**src/inc/wbh_pkg.sv**
```systemverilog
/*
 * Constants and carrier types for the supervisory timer and low-supply hold block.
 * Assumes a 125 MHz clk; the 2 MHz system rate is made by a fractional enable divider.
 */
package wbh_pkg;

    // ------------------------------------------------------------
    // Clock rates and divider
    // ------------------------------------------------------------
    localparam int unsigned CLK_HZ        = 125_000_000;
    localparam int unsigned SYS_CLK_HZ    = 2_000_000;
    localparam int unsigned DIV_GCD       = 125_000;
    localparam logic [9:0]  DIV_STEP      = 10'(SYS_CLK_HZ / DIV_GCD);
    localparam logic [9:0]  DIV_MOD       = 10'(CLK_HZ / DIV_GCD);

    // ------------------------------------------------------------
    // Supervisory timer timing
    // ------------------------------------------------------------
    localparam int unsigned SUP_PERIOD_MS = 1000;
    localparam int unsigned SUP_TICKS     = SYS_CLK_HZ / 1000 * SUP_PERIOD_MS;
    localparam int unsigned SUP_CNT_W     = 21;
    localparam logic [2:0]  RST_STRETCH   = 3'h4;

    // ------------------------------------------------------------
    // Reset values
    // ------------------------------------------------------------
    localparam logic [9:0]           ACC_RST = 10'h000;
    localparam logic [SUP_CNT_W-1:0] CNT_RST = 21'h000000;

    // ------------------------------------------------------------
    // Hold sequencer states
    // ------------------------------------------------------------
    typedef enum logic [2:0] {
        WBH_RUN  = 3'h1,
        WBH_PEND = 3'h2,
        WBH_HOLD = 3'h4
    } wbh_state_t;

    // ------------------------------------------------------------
    // Controller-side inputs and outputs
    // ------------------------------------------------------------
    typedef struct packed {
        logic sup_clear;
        logic instr_done;
        logic low_supply;
        logic chip_reset_pin;
    } wbh_in_t;

    typedef struct packed {
        logic chip_reset;
        logic core_clk_en;
        logic hold;
        logic ring_oscillator_run;
        logic sys_tick;
    } wbh_out_t;

    // ------------------------------------------------------------
    // Whole module state
    // ------------------------------------------------------------
    typedef struct packed {
        logic [9:0]           acc;
        logic [SUP_CNT_W-1:0] cnt;
        logic [2:0]           stretch;
        wbh_state_t           fsm;
        wbh_out_t             out;
    } wbh_reg_t;

endpackage

```
**src/hdl/wbh_supervisor.sv**
```systemverilog
/*
 * Supervisory timer and low-supply hold sequencer for a 4-bit controller core.
 * Assumes the core advances only on core_clk_en and pulses instr_done on the
 * enable that completes an instruction; all inputs are synchronous to clk.
 */
// Contract
// RL1: Timer resets chip at one second terminal.
// RL2: Timer runs from reset, never disabled.
// RL3: Hold while supply low, resume when restored.
// RL4: Hold begins only at instruction boundary.
// RL5: Ring oscillator keeps running during hold.
// RL6: Core state frozen in hold, resumes after.
// RL7: Counting uses 2 MHz system clock ticks.
// RL8: External reset pin high resets device.
// RL9: Clear strobe or chip reset zeroes timer.
`timescale 1ns/1ps

module wbh_supervisor #(
    parameter int unsigned SUP_TICKS = wbh_pkg::SUP_TICKS
) (
    // Clock and reset
    input  wire logic            clk,
    input  wire logic            rst_n,
    // Core and supply detector
    input  wire wbh_pkg::wbh_in_t ctl_in,
    // Chip-level controls
    output wbh_pkg::wbh_out_t     ctl_out
);

    // ------------------------------------------------------------
    // State
    // ------------------------------------------------------------
    wbh_pkg::wbh_reg_t st_r;
    wbh_pkg::wbh_reg_t st_nxt;

    // ------------------------------------------------------------
    // Constants
    // ------------------------------------------------------------
    localparam logic [wbh_pkg::SUP_CNT_W-1:0] TERM =
        wbh_pkg::SUP_CNT_W'(SUP_TICKS - 1);

    // ------------------------------------------------------------
    // Helper functions
    // ------------------------------------------------------------
    // Core may advance in every state but hold
    function automatic logic run_state(
        input wbh_pkg::wbh_state_t s
    );
        run_state = (s != wbh_pkg::WBH_HOLD);
    endfunction

    // Divider sum, one bit wider than the accumulator
    function automatic logic [10:0] div_sum(
        input logic [9:0] acc
    );
        div_sum = {1'b0, acc} + {1'b0, wbh_pkg::DIV_STEP};
    endfunction

    // Divider wraps once per system tick
    function automatic logic div_wrap(
        input logic [9:0] acc
    );
        div_wrap = (div_sum(acc) >= {1'b0, wbh_pkg::DIV_MOD});
    endfunction

    // Accumulator after one clk
    function automatic logic [9:0] div_next(
        input logic [9:0] acc
    );
        logic [10:0] sum;
        sum = div_sum(acc);
        if (div_wrap(acc)) begin
            sum = sum - {1'b0, wbh_pkg::DIV_MOD};
        end
        div_next = sum[9:0];
    endfunction

    // Reset stretch counts down on system ticks
    function automatic logic [2:0] stretch_next(
        input logic [2:0] s,
        input logic       tick
    );
        stretch_next = s;
        if (tick && (s != 3'h0)) begin
            stretch_next = s - 3'h1;
        end
    endfunction

    // Chip held in reset by the pin or by a stretched timer reset
    function automatic logic reset_cause(
        input logic       pin,
        input logic [2:0] stretch
    );
        reset_cause = pin || (stretch != 3'h0);
    endfunction

    // Timer has reached its terminal count
    function automatic logic at_term(
        input logic [wbh_pkg::SUP_CNT_W-1:0] cnt
    );
        at_term = (cnt == TERM);
    endfunction

    // Timer step: clear, count, or fire at the terminal count
    function automatic logic [wbh_pkg::SUP_CNT_W-1:0] cnt_next(
        input  logic [wbh_pkg::SUP_CNT_W-1:0] cnt,
        input  logic                          clr,
        input  logic                          tick,
        output logic                          fire
    );
        fire     = 1'b0;
        cnt_next = cnt;
        if (clr) begin
            cnt_next = wbh_pkg::CNT_RST;  // RL9
        end else if (tick) begin  // RL2
            if (at_term(cnt)) begin
                fire     = 1'b1;  // RL1
                cnt_next = wbh_pkg::CNT_RST;
            end else begin
                cnt_next = cnt + 1'b1;  // RL7
            end
        end
    endfunction

    // Hold sequencer transition outside reset
    function automatic wbh_pkg::wbh_state_t fsm_next(
        input wbh_pkg::wbh_state_t s,
        input logic                low,
        input logic                done
    );
        fsm_next = s;
        case (s)
            wbh_pkg::WBH_RUN: begin
                if (low) begin  // RL3
                    fsm_next = done ? wbh_pkg::WBH_HOLD : wbh_pkg::WBH_PEND;  // RL4
                end
            end
            wbh_pkg::WBH_PEND: begin
                if (!low) begin
                    fsm_next = wbh_pkg::WBH_RUN;
                end else if (done) begin
                    fsm_next = wbh_pkg::WBH_HOLD;  // RL4
                end
            end
            wbh_pkg::WBH_HOLD: begin
                if (!low) begin
                    fsm_next = wbh_pkg::WBH_RUN;  // RL3
                end
            end
            default: begin
                fsm_next = wbh_pkg::WBH_RUN;
            end
        endcase
    endfunction

    // Output word for the next state
    function automatic wbh_pkg::wbh_out_t out_next(
        input logic                tick,
        input wbh_pkg::wbh_state_t fsm,
        input logic                rst
    );
        out_next.sys_tick            = tick;
        out_next.ring_oscillator_run = 1'b1;  // RL5
        out_next.chip_reset          = rst;  // RL1
        out_next.hold                = (fsm == wbh_pkg::WBH_HOLD);
        out_next.core_clk_en         = tick && run_state(fsm) && !rst;  // RL6
    endfunction

    // ------------------------------------------------------------
    // Next state
    // ------------------------------------------------------------
    always_comb begin
        logic tick;
        logic fire;
        logic in_rst;
        tick   = 1'b0;
        fire   = 1'b0;
        in_rst = 1'b0;
        st_nxt = st_r;

        // Fractional divider gives an average 2 MHz enable
        tick       = div_wrap(st_r.acc);  // RL7
        st_nxt.acc = div_next(st_r.acc);

        // Supervisory timer, always counting
        st_nxt.stretch = stretch_next(st_r.stretch, tick);
        in_rst         = reset_cause(ctl_in.chip_reset_pin, st_r.stretch);  // RL8
        st_nxt.cnt     = cnt_next(st_r.cnt, in_rst || ctl_in.sup_clear, tick, fire);
        if (fire) begin
            st_nxt.stretch = wbh_pkg::RST_STRETCH;  // RL1
        end

        // Hold sequencer
        if (in_rst || fire) begin
            st_nxt.fsm = wbh_pkg::WBH_RUN;
        end else begin
            st_nxt.fsm = fsm_next(st_r.fsm, ctl_in.low_supply, ctl_in.instr_done);
        end

        // Registered outputs
        st_nxt.out = out_next(tick, st_nxt.fsm, in_rst || fire);
    end

    // ------------------------------------------------------------
    // Registers
    // ------------------------------------------------------------
    always_ff @(posedge clk or negedge rst_n) begin
        if (!rst_n) begin
            st_r.acc     <= wbh_pkg::ACC_RST;
            st_r.cnt     <= wbh_pkg::CNT_RST;
            st_r.stretch <= 3'h0;
            st_r.fsm     <= wbh_pkg::WBH_RUN;
            st_r.out     <= '{chip_reset: 1'b1, core_clk_en: 1'b0, hold: 1'b0,
                              ring_oscillator_run: 1'b1, sys_tick: 1'b0};
        end else begin
            st_r <= st_nxt;
        end
    end

    // ------------------------------------------------------------
    // Outputs
    // ------------------------------------------------------------
    assign ctl_out = st_r.out;

endmodule

```
**config.mk**
```make
export PLATFORM = sky130hd
export DESIGN_NAME = wbh_supervisor
export DESIGN_NICKNAME = d
export VERILOG_FILES = /design/src/inc/wbh_pkg.sv /design/src/hdl/wbh_supervisor.sv
export SDC_FILE = /design/constraint.sdc
export NUM_CORES = 1
export LEC_CHECK = 0
export BUFFER_PORTS_ARGS = -buffer_cell sky130_fd_sc_hd__buf_2
export CAP_MARGIN = 20
export CORE_MARGIN = 1.5
export CORE_UTILIZATION = 65
export CTS_CLUSTER_DIAMETER = 50
export CTS_CLUSTER_SIZE = 20
export DETAILED_ROUTE_END_ITERATION = 6
export GPL_TIMING_DRIVEN = 1
export PLACE_DENSITY = 0.95
export SKIP_LAST_GASP = 1
export SYNTH_ARGS = -nofsm -noshare
export SYNTH_HDL_FRONTEND = slang
export SYNTH_SLANG_ARGS = --single-unit
export TNS_END_PERCENT = 10
```
**constraint.sdc**
```tcl
create_clock -name clk -period 4.25 [get_ports clk]
set_input_delay 0.2125 -clock clk [delete_from_list [all_inputs] [get_ports clk]]
set_output_delay 0.2125 -clock clk [all_outputs]
set_load 0.1 [all_outputs]
```
==> results of run 1 <==
state kept, by name, summed over array words and instances, names as in the netlist:
signal and flops:
ctl_out 4, st_r 34
through the flow:
stage | hold WS, ns | util, % | instance area (µm²) | instances | setup slack [ns]
finish | 0.0766 | 74.0 | 2260 | 278 | 1.51
global route | 0.103 | 74.0 | 2260 | 278 | 1.27
CTS | 0.0681 | 74.0 | 2260 | 278 | 1.51
detailed placement | 0.349 | 70.0 | 2140 | 269 | 1.62
global placement | 0.350 | 70.0 | 2140 | 269 | 1.73
floorplan | -0.0831 | - | 2100 | 226 | 1.97
synthesized netlist by cell type, types with 3 or more instances:
| cell type | count |
|---|---|
| ha_1 | 8 |
| xnor2_1 | 6 |
| and3_1 | 5 |
| nor2_1 | 19 |
| dfrtp_1 | 36 |
| o21ai_1 | 3 |
| clkbuf_1 | 4 |
| a21oi_1 | 20 |
| or3_1 | 8 |
| o31ai_1 | 10 |
| o211a_1 | 3 |
| or4_1 | 6 |
| nand2b_1 | 3 |
| buf_4 | 5 |
| inv_1 | 8 |
| nand3_1 | 13 |
| o21ai_0 | 15 |
| nand2_1 | 18 |
area by class of cell:
| cell class | instances | area (µm²) | area share, % |
|---|---|---|---|
| Multi-Input combinational cell | 168 | 1040 | 46.1 |
| Inverter | 9 | 33.8 | 1.50 |
| Clock inverter | 2 | 60.1 | 2.66 |
| Sequential cell | 38 | 953 | 42.2 |
| Clock buffer | 6 | 51.3 | 2.27 |
| Timing Repair Buffer | 11 | 62.6 | 2.77 |
| Tap cell | 44 | 55.1 | 2.44 |
worst max-delay path, cell delays in order, from the launching register on:
cell and delay [ns]:
dfrtp_1 0.48, inv_1 0.10, ha_1 0.35, nor4b_1 0.31
a41oi_1 0.13, o211a_1 0.48, or4_1 0.61, a21oi_1 0.19
power by group:
part           switching, mW  internal (mW)
registers           0.000386          0.362
clock network          0.122          0.199
logic                 0.0126        0.00321
layer usage:
metal | up-vias | GRT usage (%) | part of all wire [%] | routed length [µm]
met4 | 0 | 9.52 | 1.6 | 65
met1 | 773 | 36.0 | 47 | 1950
met3 | 9 | 5.41 | 4.2 | 171
met5 | - | 0 | 0 | 0
li1 | 832 | - | - | -
met2 | 60 | 39.0 | 47 | 1910
final timing paths:
path / slack [ns] / from / cells past startpoint / to
worst max-delay path: 1.51 / st_r[36] / 7 / st_r[28]
worst max register to register: 1.51 / st_r[36] / 7 / st_r[28]
max in group asynchronous: 3.26 / rst_n / 2 / st_r[41]
min in group asynchronous: 0.48 / rst_n / 2 / st_r[22]
worst min-delay path: 0.08 / ctl_in[1] / 2 / st_r[5]
worst min register to register: 0.50 / st_r[41] / 1 / st_r[39]
cell families after synthesis:
logic type	after synthesis	share of synthesized area [%]
AO/OA/AOI/OAI	64	19.3
flip-flops	38	45.4
multiplexers	1	0.477
other	1	0.179
AND/OR/NAND/NOR	87	22.1
buffers and inverters	20	4.89
XOR/XNOR	7	2.92
adder cells (fa/ha/maj)	8	4.77
==> impl_results.md, run 1 <==
* Fmax at about 370 MHz
* TNS Setup at 0 ns
* Synthesized area at 2100 µm²
* Die area at 3580 µm²
* Die width at between 50 and 60 µm
* Detailed-route via count at approximately 1700
* Clock-pin slew reported for the worst setup and hold paths after clock tree synthesis at ~0.12 ns
* Most frequent cells in the layout: dfrtp_1 (36), a21oi_1 (20), nor2_1 (19)
* Post-DP HPWL at 2.72 mm
* Ys flop type: dfrtp_1
* Status: complete, no violations
* CP endpoint kind: flop
* Clock Tree Buf Depth at 2
* Critical path peak fanout at 23
* Inserted Clock Buffers at 5
* Synth Area per Inst at 9.28 µm²
* Vias per cell at approximately 6.0
* Synth Instances at 226
* Worst vdd ir at ~210 µV
* Max_slew headroom at around 45%
* Diode count at 0
* Core area at just over 3000 µm²
* Initial Util at between 60% and 70%
* Initial DRT Pass Iterations at 4
* Vias in the first global route at approximately 1500
* WS Path Type: reg -> reg
* Row count at 20
* PwrDens at slightly above 300 nW/µm²
* Post-CTS Resized at 0
* Final setup viols at 0
* DRT antenna net count at 0
* Initial DRC count at 131
* Largest net degree at the start of global routing at 39
* Yosys reg bits at 38
* Period utilisation layout at between 60 and 70%
* Die height at 59.8 µm
* Max Cap Viol at 0
* Critical Path Source Type: flop
* Final Power at approximately 0.7 mW
* Num Clock Sinks at 38
* Area grow syn2layout at 7.63%
* Arrival time at the worst endpoint at between 3 and 4 ns
* CTS Hold Buffers Added at 1
* Hold Crit Class: in -> reg
* Leak Pwr at between 0.9 and 1 nW
* Unrepaired setup endpoints after global routing: false
* First-pass GRT wire length at about 6.9 mm
* Final hold vios at 0
* Warnings from Yosys at 0
* Syn Nets at 240
* Avg WL per Cell at 14.7 µm
* Crit path required time at between 4 and 5 ns
* I/O Buffers at 9
* Tmin final at between 2 and 3 ns
* Slew @ Worst Pin at 0.819 ns
* Cell accounting for the most synthesized area: dfrtp_1
* Postcts setup bufs at 0
* Top cell type's share of synthesized area at a little over two fifths
* Most common cell after layout, fill and taps aside: dfrtp_1
* CTS Root Cell: clkbuf_4
* Remaining global-route overflow at 0
* Nets at about 250
* Final WL at between 4 and 5 mm
* Worst skew pair latency at 0.35 ns
* Gpl congestion at around 0.85
* IO Pins at 11
* Share of layout cells above drive strength 1 at roughly a tenth
* Post-synthesis async set-or-reset flop share at 100%
* Final Skew at slightly above 0.01 ns
* All-layer global routing usage at 25.6%
* TritonCTS clock tree: yes
* Number of synthesized flops with an enable pin at 0
* Final max-slew violation count at 0
* Fillers at around 220
* Netlist cell types at between 40 and 50
* Remaining DRCs at 0
* # H-tree levels at 2
* Seq/Total Area, Yosys at 45.4%
* Antenna violations before repair at 0
* Top post-synthesis cells by area: dfrtp_1 (43%), a21oi_1 (4.8%), ha_1 (4.8%)
(Power assumes the default switching activity.)
==> inputs of run 2 (changes only) <==
Settings changed: CORE_UTILIZATION 65 to 60, PLACE_DENSITY 0.95 to 0.89.
Clock period 4.25 ns to 2.7 ns, I/O delays scaled along.
==> run 2 against run 1 <==
Net effect: critical path depth did not move; clock skew down 0.0036 ns; power rose by 40%; count of clock-buffer cells in the layout decreased by 1; via count up 0.42%; critical path type unchanged; largest power group unchanged.
==> impl_results.md, run 2 (synthesis gave the netlist of run 1 again) <==
* Status: complete, no violations
* Row count at 21
* WS Path Type: reg -> reg
* Most common cell after layout, fill and taps aside: dfrtp_1
* Reg-to-reg slack, setup at about 0.16 ns
* Non-filler cells, final at around 280
* Final max-slew violation count at 0
* Fmax at approximately 400 MHz
* Detailed-route via count at 1681
* # H-tree levels at 2
* Final setup viols at 0
* Unrepaired setup endpoints after global routing: true
* Worst r2r src: st_r[36]
* Diode count at 0
* Worst R2R Path Depth at 7
* Seq. cell area at between 900 and 1000 µm²
* Worst skew pair latency at around 0.34 ns
* Top Usage Layer GRT: met2
* Worst path max stage delay at between 0.5 and 0.6 ns
* Period utilisation layout at 94.0%
* CP Buf/Inv Count at 1
* Arrival time at the worst endpoint at roughly 2.8 ns
* Register bank with the most flops: st_r
* DRT antenna net count at 0
* Max_slew headroom at between 40% and 50%
* Top cell family by delay on the critical path: simple AND/OR/NAND/NOR gates
* I/O Buffers at 9
* IO Pins at 11
* Vias per cell at 5.96
* Switching power at roughly 0.21 mW
* Initial Util at ~63%
* Worst vdd ir at between 300 and 400 µV
* Leak Pwr at just over 0.9 nW
* Max reg flops at 34
* Die height at 62.1 µm
* Flop pwr share at approximately 59%
* Worst path slowest cell: or4_1
* All-layer global routing usage at between 20 and 25%
* Clock Tree Buf Depth at 2
* Critical path peak fanout at 23
* Gpl congestion at about 0.84
* Critical Path Source Type: flop
* Fillers at 256
* Clock-pin slew reported for the worst setup and hold paths after clock tree synthesis at roughly 0.11 ns
* Multi-input logic area at ~1000 µm²
* Global Route met2 Usage at a little under two fifths
* Final hold vios at 0
* Inserted Clock Buffers at 5
* CTS Root Cell: clkbuf_4
* Clk pwr share at between 30% and 40%
* Slew @ Worst Pin at 0.838 ns
* Antenna violations before repair at 0
* Core area at roughly 3300 µm²
* Met3 usage at between 4 and 5%
* Final core utilization at slightly below 70%
* Num Clock Sinks at 38
* Initial DRC count at around 110
* Final WL at slightly above 4 mm
* Final Skew at 0.00660 ns
* Initial DRT Pass Iterations at 4
* Switch share at about 21%
* Tmin final at 2.54 ns
* Crit path cell chain: inv_1 > ha_1 > nor4b_1 > a41oi_1 > o211a_2 > or4_1 > a21oi_1
* Area grow syn2layout at 7.10%
* Worst R2R End: st_r[30]
* WP depth at 7
* CP Launch Point: st_r[36]
* Largest net degree at the start of global routing at 39
* Share of layout cells above drive strength 1 at roughly 11%
* Internal power at about 0.77 mW
* Hold Crit Class: in -> reg
* Finished Cell Area at around 2200 µm²
* CP endpoint kind: flop
* Worst Hold Margin at ~0.025 ns
* Crit path to: st_r[30]
* Comb pwr share at 2.6%
* Remaining DRCs at 0
* First-pass GRT wire length at approximately 7.3 mm
* Placed Area at ~2200 µm²
* Die width at roughly 62 µm
* Remaining global-route overflow at 0
* Post-DP HPWL at 2.79 mm
* Pre-CTS WS at between 0.1 and 0.15 ns
* Avg WL per Cell at approximately 14 µm
* Max Cap Viol at 0
* Vias in the first global route at ~1600
* Nets at 249
* Die area at around 3900 µm²
* TritonCTS clock tree: yes
* PwrDens at ~430 nW/µm²
* Most frequent cells in the layout: dfrtp_1 (36), a21oi_1 (20), nor2_1 (19)
* Crit path required time at slightly below 3 ns
* DP Cell Count at 273
* M1 GR Usage at about a third
* Postcts setup bufs at 0
* PnR worst setup slack at ~0.16 ns
==> run 2: changes by cell type in the layout (fill, tap and decap cells not counted), sizes merged <==
cell and delta:
buf +2, bufinv -1, clkbuf -1, clkinv +2
==> run 2: worst reg2reg max path, delay by kind of cell (launching register included) <==
family,cells,cell delay (ns)
AO/OA/AOI/OAI,3,0.70
adder cells (fa/ha/maj),1,0.34
buffers and inverters,1,0.09
flip-flops,1,0.49
AND/OR/NAND/NOR,2,0.85
==> run 2: power groups by stage <==
stage,Combinational [mW],Clock [mW],Sequential (mW)
6_report,0.0252,0.380,0.571
5_1_grt,0.0294,0.409,0.571
4_1_cts,0.0259,0.387,0.571
3_5_place_dp,0.0250,0,0.581
3_3_place_gp,0.0244,0,0.581
2_1_floorplan,0.00950,0,0.581
==> run 2: stage by stage <==
stage | total power, mW | TNS, ns
2_1_floorplan | 0.591 | 0
3_3_place_gp | 0.606 | 0
3_5_place_dp | 0.606 | 0
4_1_cts | 0.984 | 0
5_1_grt | 1.01 | -0.0173
6_report | 0.976 | 0
==> run 2: worst min-delay path by stage <==
| stage | start | end | slack, ns | depth (start not counted) |
|---|---|---|---|---|
| 2_1_floorplan | rst_n | ctl_out[0] | -0.16 | 0 |
| 5_1_grt | ctl_in[1] | st_r[5] | 0.03 | 2 |
| 6_report | ctl_in[1] | st_r[5] | 0.02 | 2 |
| 3_3_place_gp | rst_n | st_r[28] | 0.28 | 1 |
| 3_5_place_dp | rst_n | st_r[28] | 0.29 | 1 |
| 4_1_cts | ctl_in[1] | st_r[5] | 0.01 | 2 |
==> run 2: cell type report <==
type | count | share of cell area [%]
clock buffer | 5 | 1.67
tap | 46 | 2.56
multi-input combinational | 168 | 46.6
clock inverter | 3 | 1.78
sequential | 38 | 42.4
inverter | 9 | 1.50
timing repair buffer | 13 | 3.45
==> run 2: repair_timing <==
action                                  in CTS  in global routing
hold buffers                                 1                  0
hold endpoints to repair                    36                  0
endpoints found under the setup margin       0                 11
gates resized for setup                      0                  2
==> run 2: per-layer routing <==
| layer | up-vias | routed length (µm) | part of all wire, % |
|---|---|---|---|
| met1 | 803 | 1950 | 48 |
| met4 | 0 | 61 | 1.5 |
| li1 | 839 | - | - |
| met3 | 7 | 164 | 4.0 |
| met5 | - | 0 | 0 |
| met2 | 32 | 1890 | 47 |
